$ cat src/hdl/tpwm_defines.svh
// Register offsets, field positions, reset values and codes of the timer
`ifndef TPWM_DEFINES_SVH
`define TPWM_DEFINES_SVH
// Byte offsets of the shared registers
`define TPWM_OFS_TSC 6'h00
`define TPWM_OFS_CNTH 6'h04
`define TPWM_OFS_CNTL 6'h08
`define TPWM_OFS_MODH 6'h0c
`define TPWM_OFS_MODL 6'h10
// Channel register block: base, stride and offsets inside the block
`define TPWM_OFS_CH_BASE 6'h14
`define TPWM_CH_STRIDE 6'h0c
`define TPWM_OFS_CH_SC 6'h00
`define TPWM_OFS_CH_VH 6'h04
`define TPWM_OFS_CH_VL 6'h08
// Field positions of timer_status_control
`define TPWM_TSC_TOF 7
`define TPWM_TSC_OVERFLOW_IRQ_ENABLE 6
`define TPWM_TSC_CAS 5
`define TPWM_TSC_CLKS_LO 3
`define TPWM_TSC_PS_LO 0
// Field positions of channel_status_control
`define TPWM_CSC_FLAG 7
`define TPWM_CSC_IE 6
`define TPWM_CSC_MSB 5
`define TPWM_CSC_MSA 4
`define TPWM_CSC_ELS_LO 2
// Reset values and the all-ones count limit
`define TPWM_RST_BYTE 8'h00
`define TPWM_RST_WORD 16'h0000
`define TPWM_RST_PS 3'h0
`define TPWM_CNT_MAX 16'hffff
// Edge-level select codes
`define TPWM_ELS_OFF 2'h0
`define TPWM_ELS_01 2'h1
`define TPWM_ELS_10 2'h2
`define TPWM_ELS_11 2'h3
`endif

$ cat src/hdl/tpwm_pkg.sv
// Types shared by the timer and PWM unit
package tpwm_pkg;
  // Bus answer state, Gray ordered
  typedef enum logic [0:0] {TPWM_BUS_IDLE = 1'b0, TPWM_BUS_ACK = 1'b1} tpwm_bus_t;
  // Clock source select codes
  typedef enum logic [1:0] {
    TPWM_CLK_OFF = 2'h0,
    TPWM_CLK_BUS = 2'h1,
    TPWM_CLK_FIXED = 2'h2,
    TPWM_CLK_EXT = 2'h3
  } tpwm_clksel_t;
  // Software-written channel configuration
  typedef struct packed {
    logic ie;
    logic mode_b;
    logic mode_a;
    logic [1:0] els;
  } tpwm_chcfg_t;
  // Interrupt request levels
  typedef struct packed {
    logic overflow;
    logic [1:0] channel;
  } tpwm_irq_t;
endpackage

$ cat src/hdl/tpwm_top.sv
// Two-channel timer and PWM unit with Avalon-MM register slave
//
// Contract
// - Capture mode: edge select 01 rising, 10 falling, 11 both edges.
// - Compare mode: 00 software only, 01 toggle, 10 clear, 11 set.
// - Edge PWM: 10 high-true cleared on compare, X1 low-true set.
// - Center-align forces center PWM; 10 clears, X1 sets on up-compare.
// - Edge select 00 releases the pin from timer use in every mode.
// - Channel value holds capture or compare value; read/write, reset zero.
// - Capture mode: reading one value byte freezes both until other read.
// - Value byte writes buffered; pair moves after both; control write resets.
// - Center-align set makes counter up/down and all channels center PWM.
// - Clock select resets off; choices off, bus, fixed clock, external.
// - Counting pauses in debug mode; stop halts clocks; wait runs normally.
// - Up mode counts zero to terminal count, modulus or all ones, wraps.
// - Up/down counts zero to modulus and back; each end one tick long.
// - Overflow request is a level while flag and enable are both set.
// - Overflow flag sets on up wrap, or on turn down from modulus.
// - Reading one counter byte snapshots both until both are read.
// - Writing either counter byte resets counter and pending snapshot.
// - Channel flag sets on capture edge or match; writing one ignored.
// - Flag clears by read while set then write zero; new event restarts.
// - Channel request raised while channel flag and enable are set.
//
// The placing of the registers and the Avalon-MM slave port are this design's own decisions.
`timescale 1ns/100ps
`include "tpwm_defines.svh"

module tpwm_top
#(
  parameter int NCH = 2
)
(
  input wire logic clk_sys,
  input wire logic rst_n,
  input wire logic [5:0] avs_address,
  input wire logic avs_read,
  input wire logic avs_write,
  input wire logic [31:0] avs_writedata,
  input wire logic [3:0] avs_byteenable,
  output logic [31:0] avs_readdata,
  output logic avs_waitrequest,
  input wire logic bdm_active,
  input wire logic fixed_clk_tick,
  input wire logic [NCH-1:0] ch_pin_in,
  output logic [NCH-1:0] ch_pin_out,
  output logic [NCH-1:0] ch_pin_oe,
  output tpwm_pkg::tpwm_irq_t irq
);
  import tpwm_pkg::*;

  // ****************************************************************
  // Declarations
  // ****************************************************************
  tpwm_bus_t bus_state;
  logic rd_fire, wr_fire;
  logic [7:0] wbyte;
  logic sel_tsc, sel_cnth, sel_cntl, sel_modh, sel_modl;
  logic [NCH-1:0] sel_sc, sel_vh, sel_vl;
  logic [31:0] next_rdata;
  logic overflow_flag, tof_armed, overflow_irq_enable, cas;
  logic [1:0] clk_sel;
  logic [2:0] presc_sel;
  logic [6:0] presc, presc_lim;
  logic ext_s1, ext_s2, ext_s3;
  logic src_tick, tick;
  logic [15:0] cnt, next_cnt, term, modv, mod_buf;
  logic dir_up, next_dir_up, turn, ovf_evt;
  logic mod_hi_w, mod_lo_w;
  logic [15:0] snap;
  logic snap_valid, snap_hi, snap_lo;
  tpwm_chcfg_t cfg [NCH];
  logic [15:0] chv [NCH];
  logic [15:0] vbuf [NCH];
  logic [15:0] rlatch [NCH];
  logic [NCH-1:0] chf, chf_armed, vh_w, vl_w, rl_valid, rl_hi, rl_lo;
  logic [NCH-1:0] pin_q, out_q, is_ic, is_oc, is_ep, cap_evt, match, evt;
  logic [NCH-1:0] act_lvl, xfer;

  // ****************************************************************
  // Avalon-MM slave
  // ****************************************************************
  // One wait cycle per access, answer on the second cycle
  always_ff @(posedge clk_sys)
  begin
    if (!rst_n)
      bus_state <= TPWM_BUS_IDLE;
    else if (bus_state == TPWM_BUS_IDLE && (avs_read || avs_write))
      bus_state <= TPWM_BUS_ACK;
    else
      bus_state <= TPWM_BUS_IDLE;
  end

  // Handshake and access strobes
  assign avs_waitrequest = (avs_read || avs_write) &&
                           bus_state == TPWM_BUS_IDLE;
  assign rd_fire = avs_read && bus_state == TPWM_BUS_IDLE;
  assign wr_fire = avs_write && bus_state == TPWM_BUS_ACK &&
                   avs_byteenable[0];
  assign wbyte = avs_writedata[7:0];

  // Address decode
  always_comb
  begin
    sel_tsc = avs_address == `TPWM_OFS_TSC;
    sel_cnth = avs_address == `TPWM_OFS_CNTH;
    sel_cntl = avs_address == `TPWM_OFS_CNTL;
    sel_modh = avs_address == `TPWM_OFS_MODH;
    sel_modl = avs_address == `TPWM_OFS_MODL;
    for (int n = 0; n < NCH; n++)
    begin
      sel_sc[n] = avs_address == 6'(`TPWM_OFS_CH_BASE +
                  n * `TPWM_CH_STRIDE + `TPWM_OFS_CH_SC);
      sel_vh[n] = avs_address == 6'(`TPWM_OFS_CH_BASE +
                  n * `TPWM_CH_STRIDE + `TPWM_OFS_CH_VH);
      sel_vl[n] = avs_address == 6'(`TPWM_OFS_CH_BASE +
                  n * `TPWM_CH_STRIDE + `TPWM_OFS_CH_VL);
    end
  end

  // Read mux; unmapped offsets read zero
  always_comb
  begin
    next_rdata = 32'h0;
    if (sel_tsc)
      next_rdata[7:0] = {overflow_flag, overflow_irq_enable, cas, clk_sel, presc_sel};
    else if (sel_cnth)
      next_rdata[7:0] = snap_valid ? snap[15:8] : cnt[15:8];
    else if (sel_cntl)
      next_rdata[7:0] = snap_valid ? snap[7:0] : cnt[7:0];
    else if (sel_modh)
      next_rdata[7:0] = modv[15:8];
    else if (sel_modl)
      next_rdata[7:0] = modv[7:0];
    for (int n = 0; n < NCH; n++)
    begin
      if (sel_sc[n])
        next_rdata[7:0] = {chf[n], cfg[n], 2'b00};
      else if (sel_vh[n])
        next_rdata[7:0] = (is_ic[n] && rl_valid[n]) ?
                          rlatch[n][15:8] : chv[n][15:8];
      else if (sel_vl[n])
        next_rdata[7:0] = (is_ic[n] && rl_valid[n]) ?
                          rlatch[n][7:0] : chv[n][7:0];
    end
  end

  // Read data register
  always_ff @(posedge clk_sys)
  begin
    if (!rst_n)
      avs_readdata <= 32'h0;
    else if (rd_fire)
      avs_readdata <= next_rdata;
  end

  // ****************************************************************
  // Timer status and control
  // ****************************************************************
  // Configuration fields
  always_ff @(posedge clk_sys)
  begin
    if (!rst_n)
    begin
      overflow_irq_enable <= 1'b0;
      cas <= 1'b0;
      clk_sel <= TPWM_CLK_OFF;
      presc_sel <= `TPWM_RST_PS;
    end
    else if (wr_fire && sel_tsc)
    begin
      overflow_irq_enable <= wbyte[`TPWM_TSC_OVERFLOW_IRQ_ENABLE];
      cas <= wbyte[`TPWM_TSC_CAS];
      clk_sel <= wbyte[`TPWM_TSC_CLKS_LO +: 2];
      presc_sel <= wbyte[`TPWM_TSC_PS_LO +: 3];
    end
  end

  // Overflow flag: set wins over the clear sequence
  always_ff @(posedge clk_sys)
  begin
    if (!rst_n)
    begin
      overflow_flag <= 1'b0;
      tof_armed <= 1'b0;
    end
    else if (ovf_evt)
    begin
      overflow_flag <= 1'b1;
      tof_armed <= 1'b0;
    end
    else if (rd_fire && sel_tsc && overflow_flag)
      tof_armed <= 1'b1;
    else if (wr_fire && sel_tsc && tof_armed && !wbyte[`TPWM_TSC_TOF])
    begin
      overflow_flag <= 1'b0;
      tof_armed <= 1'b0;
    end
  end

  // Interrupt request levels, one process drives the whole struct
  always_comb
  begin
    irq.overflow = overflow_flag && overflow_irq_enable;
    irq.channel = 2'b00;
    for (int n = 0; n < NCH && n < 2; n++)
      irq.channel[n] = chf[n] && cfg[n].ie;
  end

  // ****************************************************************
  // Clock source and prescaler
  // ****************************************************************
  // External clock on channel 0 pin, two-stage synchroniser
  always_ff @(posedge clk_sys)
  begin
    if (!rst_n)
    begin
      ext_s1 <= 1'b0;
      ext_s2 <= 1'b0;
      ext_s3 <= 1'b0;
    end
    else
    begin
      ext_s1 <= ch_pin_in[0];
      ext_s2 <= ext_s1;
      ext_s3 <= ext_s2;
    end
  end

  // Source tick; edge detect needs slow external clock
  always_comb
  begin
    case (clk_sel)
      TPWM_CLK_BUS: src_tick = 1'b1;
      TPWM_CLK_FIXED: src_tick = fixed_clk_tick;
      TPWM_CLK_EXT: src_tick = ext_s2 && !ext_s3;
      default: src_tick = 1'b0;
    endcase
  end

  // Divide by two to the power of the prescale field
  assign presc_lim = 7'((8'h01 << presc_sel) - 8'h01);
  assign tick = src_tick && !bdm_active && presc == presc_lim;

  always_ff @(posedge clk_sys)
  begin
    if (!rst_n)
      presc <= 7'h00;
    else if (src_tick && !bdm_active)
      presc <= (presc == presc_lim) ? 7'h00 : 7'(presc + 7'h01);
  end

  // ****************************************************************
  // Main counter
  // ****************************************************************
  // Next count and direction
  always_comb
  begin
    term = (modv == `TPWM_RST_WORD) ? `TPWM_CNT_MAX : modv;
    next_dir_up = dir_up;
    turn = 1'b0;
    next_cnt = 16'(cnt + 16'h0001);
    if (!cas)
    begin
      next_dir_up = 1'b1;
      if (cnt >= term)
      begin
        next_cnt = `TPWM_RST_WORD;
        turn = 1'b1;
      end
    end
    else if (dir_up)
    begin
      if (cnt >= modv)
      begin
        next_cnt = 16'(cnt - 16'h0001);
        next_dir_up = 1'b0;
        turn = 1'b1;
      end
    end
    else if (cnt == `TPWM_RST_WORD)
      next_dir_up = 1'b1;
    else
      next_cnt = 16'(cnt - 16'h0001);
  end

  assign ovf_evt = tick && turn;

  // Counter register; any byte write clears it
  always_ff @(posedge clk_sys)
  begin
    if (!rst_n || (wr_fire && (sel_cnth || sel_cntl)))
    begin
      cnt <= `TPWM_RST_WORD;
      dir_up <= 1'b1;
    end
    else if (tick)
    begin
      cnt <= next_cnt;
      dir_up <= next_dir_up;
    end
  end

  // Coherent counter snapshot
  always_ff @(posedge clk_sys)
  begin
    if (!rst_n || (wr_fire && (sel_cnth || sel_cntl)))
    begin
      snap <= `TPWM_RST_WORD;
      snap_valid <= 1'b0;
      snap_hi <= 1'b0;
      snap_lo <= 1'b0;
    end
    else if (rd_fire && (sel_cnth || sel_cntl))
    begin
      if (!snap_valid)
      begin
        snap <= cnt;
        snap_valid <= 1'b1;
        snap_hi <= sel_cnth;
        snap_lo <= sel_cntl;
      end
      else if ((sel_cnth && snap_lo) || (sel_cntl && snap_hi))
      begin
        snap_valid <= 1'b0;
        snap_hi <= 1'b0;
        snap_lo <= 1'b0;
      end
    end
  end

  // Modulus byte buffers, moved as one word
  always_ff @(posedge clk_sys)
  begin
    if (!rst_n)
    begin
      modv <= `TPWM_RST_WORD;
      mod_buf <= `TPWM_RST_WORD;
      mod_hi_w <= 1'b0;
      mod_lo_w <= 1'b0;
    end
    else if (wr_fire && sel_tsc)
    begin
      mod_hi_w <= 1'b0;
      mod_lo_w <= 1'b0;
    end
    else if (wr_fire && sel_modh)
    begin
      mod_buf[15:8] <= wbyte;
      mod_hi_w <= 1'b1;
    end
    else if (wr_fire && sel_modl)
    begin
      mod_buf[7:0] <= wbyte;
      mod_lo_w <= 1'b1;
    end
    else if (mod_hi_w && mod_lo_w && (!cas || ovf_evt))
    begin
      modv <= mod_buf;
      mod_hi_w <= 1'b0;
      mod_lo_w <= 1'b0;
    end
  end

  // ****************************************************************
  // Channels
  // ****************************************************************
  // Mode decode and channel events
  always_comb
  begin
    for (int n = 0; n < NCH; n++)
    begin
      is_ic[n] = !cas && !cfg[n].mode_b && !cfg[n].mode_a;
      is_oc[n] = !cas && !cfg[n].mode_b && cfg[n].mode_a;
      is_ep[n] = !cas && cfg[n].mode_b;
      act_lvl[n] = !cfg[n].els[0];
      case (cfg[n].els)
        `TPWM_ELS_01: cap_evt[n] = ch_pin_in[n] && !pin_q[n];
        `TPWM_ELS_10: cap_evt[n] = !ch_pin_in[n] && pin_q[n];
        `TPWM_ELS_11: cap_evt[n] = ch_pin_in[n] != pin_q[n];
        default: cap_evt[n] = 1'b0;
      endcase
      cap_evt[n] = cap_evt[n] && is_ic[n];
      match[n] = tick && next_cnt == chv[n] && !is_ic[n];
      evt[n] = cap_evt[n] || match[n];
      if (is_ic[n] || is_oc[n])
        xfer[n] = vh_w[n] && vl_w[n];
      else if (is_ep[n])
        xfer[n] = vh_w[n] && vl_w[n] && cnt == `TPWM_RST_WORD;
      else
        xfer[n] = vh_w[n] && vl_w[n] && ovf_evt;
      ch_pin_oe[n] = cfg[n].els != `TPWM_ELS_OFF && !is_ic[n];
    end
  end

  assign ch_pin_out = out_q;

  // Pin sample for edge detection; assumes a settled pin
  always_ff @(posedge clk_sys)
  begin
    if (!rst_n)
      pin_q <= '0;
    else
      pin_q <= ch_pin_in;
  end

  // Configuration, flags and clear sequence
  always_ff @(posedge clk_sys)
  begin
    for (int n = 0; n < NCH; n++)
    begin
      if (!rst_n)
      begin
        cfg[n] <= '0;
        chf[n] <= 1'b0;
        chf_armed[n] <= 1'b0;
      end
      else
      begin
        if (wr_fire && sel_sc[n])
          cfg[n] <= wbyte[6:2];
        if (evt[n])
        begin
          chf[n] <= 1'b1;
          chf_armed[n] <= 1'b0;
        end
        else if (rd_fire && sel_sc[n] && chf[n])
          chf_armed[n] <= 1'b1;
        else if (wr_fire && sel_sc[n] && chf_armed[n] &&
                 !wbyte[`TPWM_CSC_FLAG])
        begin
          chf[n] <= 1'b0;
          chf_armed[n] <= 1'b0;
        end
      end
    end
  end

  // Value registers, write buffers and capture
  always_ff @(posedge clk_sys)
  begin
    for (int n = 0; n < NCH; n++)
    begin
      if (!rst_n)
      begin
        chv[n] <= `TPWM_RST_WORD;
        vbuf[n] <= `TPWM_RST_WORD;
        vh_w[n] <= 1'b0;
        vl_w[n] <= 1'b0;
      end
      else
      begin
        if (cap_evt[n])
          chv[n] <= cnt;
        else if (xfer[n])
          chv[n] <= vbuf[n];
        if (wr_fire && sel_sc[n])
        begin
          vh_w[n] <= 1'b0;
          vl_w[n] <= 1'b0;
        end
        else if (wr_fire && sel_vh[n])
        begin
          vbuf[n][15:8] <= wbyte;
          vh_w[n] <= 1'b1;
        end
        else if (wr_fire && sel_vl[n])
        begin
          vbuf[n][7:0] <= wbyte;
          vl_w[n] <= 1'b1;
        end
        else if (xfer[n])
        begin
          vh_w[n] <= 1'b0;
          vl_w[n] <= 1'b0;
        end
      end
    end
  end

  // Capture-mode read latch
  always_ff @(posedge clk_sys)
  begin
    for (int n = 0; n < NCH; n++)
    begin
      if (!rst_n || (wr_fire && sel_sc[n]))
      begin
        rlatch[n] <= `TPWM_RST_WORD;
        rl_valid[n] <= 1'b0;
        rl_hi[n] <= 1'b0;
        rl_lo[n] <= 1'b0;
      end
      else if (rd_fire && is_ic[n] && (sel_vh[n] || sel_vl[n]))
      begin
        if (!rl_valid[n])
        begin
          rlatch[n] <= chv[n];
          rl_valid[n] <= 1'b1;
          rl_hi[n] <= sel_vh[n];
          rl_lo[n] <= sel_vl[n];
        end
        else if ((sel_vh[n] && rl_lo[n]) || (sel_vl[n] && rl_hi[n]))
        begin
          rl_valid[n] <= 1'b0;
          rl_hi[n] <= 1'b0;
          rl_lo[n] <= 1'b0;
        end
      end
    end
  end

  // Pin output level per mode
  always_ff @(posedge clk_sys)
  begin
    for (int n = 0; n < NCH; n++)
    begin
      if (!rst_n)
        out_q[n] <= 1'b0;
      else if (is_oc[n])
      begin
        if (match[n])
        begin
          case (cfg[n].els)
            `TPWM_ELS_01: out_q[n] <= !out_q[n];
            `TPWM_ELS_10: out_q[n] <= 1'b0;
            `TPWM_ELS_11: out_q[n] <= 1'b1;
            default: out_q[n] <= out_q[n];
          endcase
        end
      end
      else if (is_ep[n])
      begin
        if (tick && next_cnt == `TPWM_RST_WORD)
          out_q[n] <= (chv[n] == `TPWM_RST_WORD) ?
                      !act_lvl[n] : act_lvl[n];
        else if (match[n])
          out_q[n] <= !act_lvl[n];
      end
      else if (cas)
      begin
        if (chv[n] == `TPWM_RST_WORD || chv[n][15])
          out_q[n] <= !act_lvl[n];
        else if (match[n])
          out_q[n] <= next_dir_up ? !act_lvl[n] : act_lvl[n];
      end
    end
  end

endmodule

$ cat config.mk
export PLATFORM = sky130hd
export DESIGN_NAME = tpwm_top
export DESIGN_NICKNAME = d
export VERILOG_FILES = /design/src/hdl/tpwm_pkg.sv /design/src/hdl/tpwm_top.sv
export VERILOG_INCLUDE_DIRS = /design/src /design/src/hdl
export SDC_FILE = /design/constraint.sdc
export NUM_CORES = 1
export LEC_CHECK = 0
export ABC_CLOCK_PERIOD_IN_PS = 5300
export BUFFER_PORTS_ARGS = -buffer_cell sky130_fd_sc_hd__buf_2
export CAP_MARGIN = 15
export CELL_PAD_IN_SITES_DETAIL_PLACEMENT = 1
export CELL_PAD_IN_SITES_GLOBAL_PLACEMENT = 1
export CORE_ASPECT_RATIO = 0.5
export CORE_MARGIN = 2
export CORE_UTILIZATION = 45
export DETAILED_ROUTE_END_ITERATION = 10
export PLACE_DENSITY = 0.83
export SLEW_MARGIN = 30
export SYNTH_ARGS = -nofsm -noshare
export SYNTH_HDL_FRONTEND = slang
export SYNTH_SLANG_ARGS = --single-unit
$ cat constraint.sdc
create_clock -name clk_sys -period 5.3 [get_ports clk_sys]
set_input_delay 1.06 -clock clk_sys [delete_from_list [all_inputs] [get_ports clk_sys]]
set_output_delay 1.06 -clock clk_sys [all_outputs]
set_load 0.01 [all_outputs]
Word level (Yosys, flattened, before mapping)
Memories as Yosys holds them, arrays and structs flattened. Cells that the tools add are included.

Bits in registers: 116. Memory bits (writable): 106. Input port bits: 50. Output and inout bits: 40. Word-level logic and storage cells: 433. Memories: 4.

Memories: chv (words 2, width 16, read ports 2, clocked after memory_dff 0, write ports 2, RTL line tpwm_top.sv:73) `logic [15:0] chv [NCH];`; rlatch (words 2, width 16, read ports 2, clocked after memory_dff 0, write ports 2, RTL line tpwm_top.sv:75) `logic [15:0] rlatch [NCH];`; vbuf (words 2, width 16, read ports 2, clocked after memory_dff 0, write ports 2, RTL line tpwm_top.sv:74) `logic [15:0] vbuf [NCH];`; cfg (words 2, width 5, read ports 2, clocked after memory_dff 0, write ports 2, RTL line tpwm_top.sv:72) `tpwm_chcfg_t cfg [NCH];`.

Add/sub/neg operators: 4. $lt $le $gt $ge: 2. Equal/unequal tests: 39. Shift-type cells: 1. Multiplexer cells: 164. Bitwise operators: 20. Reductions and logical operators: 159.

Operators with widths (count): $mux W16 (12); $mux W8 (21); $mux W1 (123); $logic_not A16 Y1 (5); $logic_and A1 B1 Y1 (75); $eq A16 B16 Y1 (2); $ge A16 B16 Y1 (2); $reduce_and A2 Y1 (14); $reduce_bool A2 Y1 (14); $eq A6 B5 Y1 const B (4); $logic_not A1 Y1 (19); $eq A6 B6 Y1 const B (3); $logic_or A1 B1 Y1 (17); $add A16 B1 Y16 const B (1); $sub A16 B1 Y16 const B (1); $pmux W1 S3 (5); $eq A2 B2 Y1 const B (6); $eq A6 B4 Y1 const B (2); $ne A2 B2 Y1 const B (6); $or A1 B1 Y1 (12); $reduce_bool A3 Y1 (4); $reduce_or A2 Y1 (6); $mux W5 (2); $ne A2 B1 Y1 const B (5); 15 further kinds (28).

Depth between registers and ports, before layout
Gate-level depths: netlist of run 1.

Word-level depth: 14. Depth in mapped cells: 21. Depth with buffers taken out: 17.

Worst setup path after synthesis of run 1
Ideal clock, no wire load.

Kind: reg-to-reg. From: register modv[2]. To: register out_q[1] (netlist: ch_pin_out[1]). Library setup time: 132 ps. Arrival: 4628 ps. Data required time: 5168 ps. Slack: 540 ps. Cell stages (with the launch flop): 22. Buffers on the path: 4. Period minus slack after synthesis: 4760 ps. Path through: dfxtp_1 -> nor4_1 -> and4_1 -> clkbuf_1 -> clkbuf_1 -> nor2_1 -> ha_1 -> nand4_1 -> a2111oi_0 -> o41ai_1 -> a21oi_1 -> o21a_1 -> buf_2 -> buf_2 -> nor4b_1 -> a311o_1 -> a2111oi_0 -> nand4_1 -> o31ai_1 -> o21ai_1 -> a21oi_1 -> o32ai_2.

Word-level cells in the longest chain between the ends: 10. Elaborated cells on any way between the ends: 27. Those cells by class: 2 x order compare; 3 x eq/ne; 15 x mux; 7 x reduce/logical.

RTL lines: from (decl) (RTL line tpwm_top.sv:67) `logic [15:0] cnt, next_cnt, term, modv, mod_buf;`; from (signal assigned) (RTL line tpwm_top.sv:337) `` modv <= `TPWM_RST_WORD; ``; from (signal assigned) (RTL line tpwm_top.sv:359) `modv <= mod_buf;`; $logic_not A16 Y1 (no line) or $ge A16 B16 Y1 (tied branches); $mux W16 or $mux W1 (tied branches) (RTL line tpwm_top.sv:259, tpwm_top.sv:274); $ge A16 B16 Y1 or $mux W1 (tied branches) (RTL line tpwm_top.sv:266, tpwm_top.sv:272); $mux W16 or $mux W1 (tied branches) (RTL line tpwm_top.sv:266, tpwm_top.sv:263); $mux W16 or $mux W1 (tied branches) (RTL line tpwm_top.sv:263, tpwm_top.sv:544); $eq A16 B16 Y1 (tied with other cells) (RTL line tpwm_top.sv:384) `match[n] = tick && next_cnt == chv[n] && !is_ic[n];`; $logic_and A1 B1 Y1 (tied with other cells) (2 in a row) (RTL line tpwm_top.sv:384); $ne A3 B1 Y1 (no line) (tied with other cells); $reduce_and A5 Y1 (no line) or $mux W1 (tied branches); to (signal, indexed assignment) (RTL line tpwm_top.sv:524) `` `TPWM_ELS_01: out_q[n] <= !out_q[n]; ``; to (signal, indexed assignment) (RTL line tpwm_top.sv:527) `default: out_q[n] <= out_q[n];`; to (signal, indexed assignment) (RTL line tpwm_top.sv:534) `` out_q[n] <= (chv[n] == `TPWM_RST_WORD) ? ``; to (decl) (RTL line tpwm_top.sv:77) `logic [NCH-1:0] pin_q, out_q, is_ic, is_oc, is_ep, cap_evt, match, evt;`.

Several ways; a longest one is shown, not always the timed one. The select of a mux whose other input is x is not followed. A chain may end at the register's enable or synchronous reset.

Worst setup path in the final report of run 1
From: register modv[15]. To: register out_q[1] (netlist: ch_pin_out[1]).

The elaborated chain is that of the path after synthesis.

==> results.md, run 1 <==
- #FFs+latches synth: 221
- Routed Antenna Nets: 0
- Core ar.: 0.0290 mm²
- Setup_tns: 0 ns
- Synthesized instance count: roughly 1500
- CP max FO: 10
- Mean Syn Cell Area: 8.61 µm²
- Min Tclk post-route: 5.11 ns
- Power Density: ~250 mW/mm²
- Hold Path Class: register to register
- Crit path DAT: 5.50 ns
- Max Slew Vio Count: 0
- CTS Sinks: 221
- Count of final setup violators: 0
- Xor and xnor fraction of the mapped netlist area: 2.25%
- Grt total ovfl: 0
- Layout cells sized above 1: 13.2%
- CTS Buf Count: 22
- Top-count cell post-synth: nand2_1
- Pre-CTS WS: -0.0653 ns
- Cell variety after synth: 82
- Area Growth Syn to Fin: 14.4%
- Initial DRT Pass Iterations: 6
- Area leader, netlist: edfxtp_1
- Hpwl dp: 40600 µm
- Post-CTS setup buffers: 0
- Total Power: 3.80 mW
- Crit path required time: 5.69 ns
- Fmax: slightly below 200 MHz
- Detailed-route wire length per cell: roughly 28 µm
- Final WS setup: 0.194 ns
- CTS H-tree depth: 1
- Max VDD drop: 0.000201 V
- Mapped cell area: around 0.013 mm²
- Type of origin of the critical path: register
- Vias per std cell: roughly 6.5
- Total global-route track usage: 35.8%
- Post-synth EDFFs: roughly 110
- Yosys top cell area share: between 20% and 30%
- Die ar.: 0.0309 mm²
- Vias in the first global route: ~14000
- Initial Util: 45.7%
- Ys Warns: 0
- Post-Synth Adder-Cell Area: approximately 4.5%
- Synth top cells by count: 207 x nand2_1, 165 x nor2_1, 130 x a21oi_1
- MaxCap Viol Count: 0
- Layout Nets: 1711
- Hold Vio Cnt, Final: 0
- Worst rel slew slack: 33.0%
- Post-route clock period utilization: 96.3%
- Residual DRC: 0
- 1st-iter DRT viols: 1721
- # rows: 44
- Reg clk slew, reported paths: roughly 0.070 ns
- Largest family of logic cells by synthesized area: simple AND/OR/NAND/NOR gates
- RePlAce Congestion: 1.03
- Synth Area in Compound Gates: a little under a fifth
- Clock skew: 0.0131 ns
- Port bufs: 38
- Initial antenna violation count: 3
- Drt total wl: approximately 56000 µm
- Die height: 125 µm
- First-pass GRT wire length: 83000 µm
- Number of fill cells: around 3500
- Multiplexer share of the synthesized area: 3.46%
- IO Count: 90
- Ys async rst share: 0%
- Post-synthesis sequential area ratio: 41.5%
- Status: completed
- Largest net degree at the start of global routing: 66
- Tightest Pin Transition: 1.00 ns
- Leak: between 5 and 6 nW
- Worst-Skew Late Latency: 0.54 ns
- Clock buffer depth: 3
- Top FF cell, synth: dfxtp_1
- Largest cells by area after synthesis: edfxtp_1 24%, dfxtp_1 17%, nand2_1 5.9%
- Crit Path Category: register to register
- CP endpoint kind: register
- Via count: ~13000
- Post-Synth Simple-Gate Area: approximately a quarter
- Clock root cell: clkbuf_16
- CTS tree: done
- Die width: roughly 250 µm
-- metal layers --
| layer | vias up | global-route usage, % | wire length, µm |
|---|---|---|---|
| li1 | 5681 | - | - |
| met1 | 6525 | 47.6 | 22300 |
| met2 | 817 | 54.5 | 23900 |
| met3 | 173 | 12.2 | 7390 |
| met4 | 0 | 12.2 | 2020 |
| met5 | - | 0 | 0 |
-- what timing repair did --
| item | CTS | global route |
|---|---|---|
| resized for setup | 3 | 9 |
| pin swaps | 0 | 2 |
| endpoints found under the setup margin | 1 | 2 |
| hold buffers | 0 | 0 |
-- state kept, by name, summed over array words and instances, names as in the netlist, 3 cells and up --
signal	count
cnt	16
avs_readdata	8
vbuf	32
presc_sel	3
rlatch	32
chv	32
snap	16
presc	7
cfg	10
mod_buf	16
modv	16
-- where the power goes --
part / switching, mW / leakage, nW / total (mW) / internal (mW)
Sequential: 0.0393 / 2.03 / 1.86 / 1.82
Clock: 0.731 / 0.395 / 1.74 / 1.01
Combinational: 0.148 / 3.25 / 0.199 / 0.0501
Total: 0.919 / 5.67 / 3.80 / 2.88
-- worst max-delay path: stages (launching register included) --
cell and delay, ns:
dfxtp_1 0.34, nor4_2 0.40, and4_1 0.31, buf_4 0.15, nor2_1 0.04, ha_1 0.29
buf_4 0.14, a21oi_1 0.13, o21ai_0 0.12, a211oi_2 0.37, a21oi_4 0.16, o21a_2 0.33
buf_4 0.19, o221ai_1 0.15, o21ai_1 0.26, a2111oi_2 0.46, nand4_1 0.31, o31ai_1 0.32
o21ai_1 0.17, a21oi_1 0.19, o32ai_2 0.11
-- path summary, 6_finish.rpt --
kind,startpoint,endpoint,slack (ns),cells past startpoint
max,modv[15]$_SDFFE_PN0P_,ch_pin_out[1]$_SDFFE_PN0P_,0.19,20
min,mod_buf[9]$_SDFFE_PN0P_,mod_buf[9]$_SDFFE_PN0P_,0.46,2
max reg2reg,modv[15]$_SDFFE_PN0P_,ch_pin_out[1]$_SDFFE_PN0P_,0.19,20
min reg2reg,mod_buf[9]$_SDFFE_PN0P_,mod_buf[9]$_SDFFE_PN0P_,0.46,2
-- metrics by stage --
step / instances / hold WS, ns / instance area [µm²] / utilization, %
floorplan: 1560 / 0.427 / 13300 / -
global placement: 1980 / 0.436 / 14300 / 49.2
detailed placement: 1980 / 0.450 / 14300 / 49.3
CTS: 2020 / 0.460 / 15100 / 52.1
global route: 2020 / 0.481 / 15100 / 52.2
finish: 2022 / 0.459 / 15100 / 52.2
-- cell families (layout without fill, tap and decap cells) --
family,after synthesis,count (layout)
compound gates,356,356
xor+xnor,34,34
fa+ha+maj,48,48
buf+inv,158,227
flops,221,221
mux,45,45
other cells,1,26
simple gates,674,674
-- placed cells by master (no fill, tap or decap), types with 6 or more instances in the layout --
cell type and instances:
a211oi_1 13, a21oi_1 129, a221oi_1 10, a22o_1 23, a22oi_1 11, a31oi_1 10
a32oi_1 7, and2_1 77, and3_1 10, and4_1 6, buf_2 38, buf_4 94
clkbuf_16 25, clkbuf_8 7, conb_1 24, dfxtp_1 114, edfxtp_1 106, ha_1 48
inv_1 51, mux2_2 6, mux2i_1 39, nand2_1 207, nand2b_1 19, nand3_1 47
nand4_1 17, nor2_1 164, nor2b_1 12, nor3_1 38, nor4_1 26, nor4b_1 7
o211ai_1 9, o21ai_0 46, o21ai_1 9, o221ai_1 8, o22ai_1 14, or3_1 8
or4_1 6, xnor2_1 21, xor2_1 13
-- layout make-up --
| type | count | area, µm² | share of cell area, % |
|---|---|---|---|
| Multi-Input combinational cell | 1181 | 7200 | 47.6 |
| Sequential cell | 221 | 5490 | 36.3 |
| Timing Repair Buffer | 135 | 956 | 6.32 |
| Clock buffer | 35 | 733 | 4.85 |
| Tap cell | 391 | 489 | 3.23 |
| Inverter | 52 | 195 | 1.29 |
| Clock inverter | 5 | 65.1 | 0.430 |
| Antenna cell | 2 | 5.00 | 0.0331 |
Note: power is estimated with default switching activity, not from simulation.
==> run 2, diff against run 1 <==
- ABC_CLOCK_PERIOD_IN_PS: 5300 -> 4400
- CORE_UTILIZATION: 45 -> 42
- PLACE_DENSITY: 0.83 -> 0.81
- RECOVER_POWER: default -> 25
- clock period: 5.3 -> 4.4 ns (I/O delays scaled with it)
==> results.md, run 2 (same netlist as run 1, synthesis figures left out) <==
- Status: complete, but fails checks
- Violated checks: negative setup slack
- Hold Buf Count CTS: 0 (unchanged)
- Met1 WL: 24500 µm (+10%)
- Clock skew: 0.0309 ns (+0.0179 ns)
- Min Tclk post-route: 4.87 ns (-0.239 ns)
- Count of final setup violators: 6 (+6)
- Total Power: 4.39 mW (+16%)
- Reg clk slew, reported paths: 0.07 ns (about the same)
- Die height: 129 µm (+3.4%)
- Die ar.: 0.0330 mm² (+7.0%)
- Clock buffer depth: 3 (unchanged)
- CTS H-tree depth: 1 (unchanged)
- Layout Nets: 1794 (+4.9%)
- CTS Sinks: 221 (unchanged)
- Pre-CTS WS: -1.01 ns (-0.940 ns)
- Met3 routed wirelength: 7310 µm (-1.0%)
- Final WS setup: -0.467 ns (-0.661 ns)
- Crit Path Category: register to register
- Clock root cell: clkbuf_16
- Leak: 6.17 nW (+8.8%)
- Initial Util: 43.2% (-2.5 points)
- Crit path required time: 4.77 ns (-0.92 ns)
- CP max FO: 7 (-3)
- Vias in the first global route: 13800 (+2.0%)
- Hold Path Class: register to register
- Grt total ovfl: 0 (unchanged)
- Leading cell type in the layout, fill and taps excluded: nand2_1
- Area of the multi-input gates: 0.00772 mm² (+7.2%)
- First-pass GRT wire length: 87200 µm (+5.0%)
- Number of fill cells: 3607 (+4.3%)
- Crit path DAT: 5.23 ns (-0.27 ns)
- Drt total wl: 59500 µm (+6.9%)
- IO Count: 90 (unchanged)
- Die width: 255 µm (+3.5%)
- Total global-route track usage: 35.7% (-0.10 points)
- Layout cells sized above 1: 20.8% (+7.6 points)
- Initial antenna violation count: 2 (-1)
- Hold Vio Cnt, Final: 0 (unchanged)
- RePlAce Congestion: 1.01 (-2.3%)
- Hpwl dp: 43200 µm (+6.3%)
- Vias per std cell: 6.43 (-1.4%)
- Initial DRT Pass Iterations: 5 (-1)
- 1st-iter DRT viols: 1500 (-13%)
- Area Growth Syn to Fin: 23.3%
- Max VDD drop: 0.000260 V (+29%)
- Tightest Pin Transition: 0.956 ns (-0.0473 ns)
- Post-route clock period utilization: 111% (+14 points)
- Largest regs: chv: 32 flops, rlatch: 32 flops, vbuf: 32 flops
- CTS Buf Count: 22 (unchanged)
- Worst rel slew slack: 36.0% (+3.0 points)
- Max Slew Vio Count: 0 (unchanged)
- Detailed-route wire length per cell: 27.8 µm (+1.2%)
- CP endpoint kind: register
- Port bufs: 38 (unchanged)
- Via count: 13700 (+4.2%)
- Commonest non-fill, non-tap cells in the layout: 202 x nand2_1, 163 x buf_4, 154 x nor2_1
- Top Layer Used: met4
- # rows: 45 (+2.3%)
- Register Area: 0.00550 mm² (+0.16%)
- Fmax: 205 MHz (+4.9%)
- Residual DRC: 0 (unchanged)
- MaxCap Viol Count: 0 (unchanged)
- Type of origin of the critical path: register
- Worst-Skew Late Latency: 0.54 ns (about the same)
- RSZ-0062 raised after global routing: true
- Power Density: 269 mW/mm² (+7.4%)
- Routed Antenna Nets: 0 (unchanged)
- Core ar.: 0.0306 mm² (+5.8%)
- CTS tree: done
- Met2 wire length: 25800 µm (+7.6%)
- Largest net degree at the start of global routing: 67 (+1.5%)
-- run 2: worst paths after layout --
check,startpoint,to,slack [ns],cells past startpoint
worst max register to register,modv[7]$_SDFFE_PN0P_,ch_pin_out[0]$_SDFFE_PN0P_,-0.47,22
worst max-delay path,modv[7]$_SDFFE_PN0P_,ch_pin_out[0]$_SDFFE_PN0P_,-0.47,22
worst min register to register,mod_buf[2]$_SDFFE_PN0P_,mod_buf[2]$_SDFFE_PN0P_,0.46,2
worst min-delay path,mod_buf[2]$_SDFFE_PN0P_,mod_buf[2]$_SDFFE_PN0P_,0.46,2
-- run 2: through the flow --
step / cell area (µm²) / TNS (ns) / utilization (%) / std cells / hold slack, ns
after global placement: 14700 / -2.79 / 48.1 / 2068 / 0.437
after global routing: 16300 / -2.22 / 53.2 / 2135 / 0.483
after CTS: 15900 / -0.802 / 52.0 / 2125 / 0.460
final: 16300 / -1.52 / 53.2 / 2137 / 0.462
after floorplan: 13300 / 0 / - / 1560 / 0.427
after detailed placement: 14700 / -4.77 / 48.1 / 2068 / 0.450
-- run 2: layout make-up --
class	count	area share, %
Antenna cell	2	0.0307
Clock buffer	31	3.77
Clock inverter	9	0.499
Inverter	52	1.20
Multi-Input combinational cell	1182	47.4
Sequential cell	221	33.7
Tap cell	423	3.25
Timing Repair Buffer	217	10.2
-- run 2: routing by layer --
layer	vias to the layer above	track usage (%)
met3	163	10.2
met2	864	55.4
li1	5850	-
met5	-	0
met1	6869	48.4
met4	0	11.0
-- run 2: where the power goes --
group	internal, mW	leakage (nW)	switching [mW]	total, mW
combinational	0.0633	3.80	0.183	0.246
clock	1.04	0.342	0.865	1.90
sequential	2.19	2.03	0.0488	2.24
total	3.30	6.17	1.10	4.39
-- run 2: repair_timing --
item	CTS	global route
pin swaps	38	32
gates cloned	3	1
buffers inserted	16	12
resized for setup	71	47
setup endpoints to repair	10	6
-- run 2: worst max-delay path, stage by stage, from the launching register on --
cell,delay (ns)
dfxtp_4,0.36
nor4_4,0.31
and4_4,0.31
buf_12,0.15
nor2_2,0.04
ha_1,0.30
nand4_1,0.20
a2111oi_4,0.41
o41ai_4,0.18
a21oi_4,0.25
buf_6,0.15
o21ai_4,0.08
buf_4,0.17
a221o_1,0.35
nand2_2,0.10
xnor2_1,0.07
nor4_1,0.31
buf_4,0.19
nand4_1,0.17
buf_6,0.21
o21ai_2,0.15
and3_1,0.19
a2111oi_2,0.05
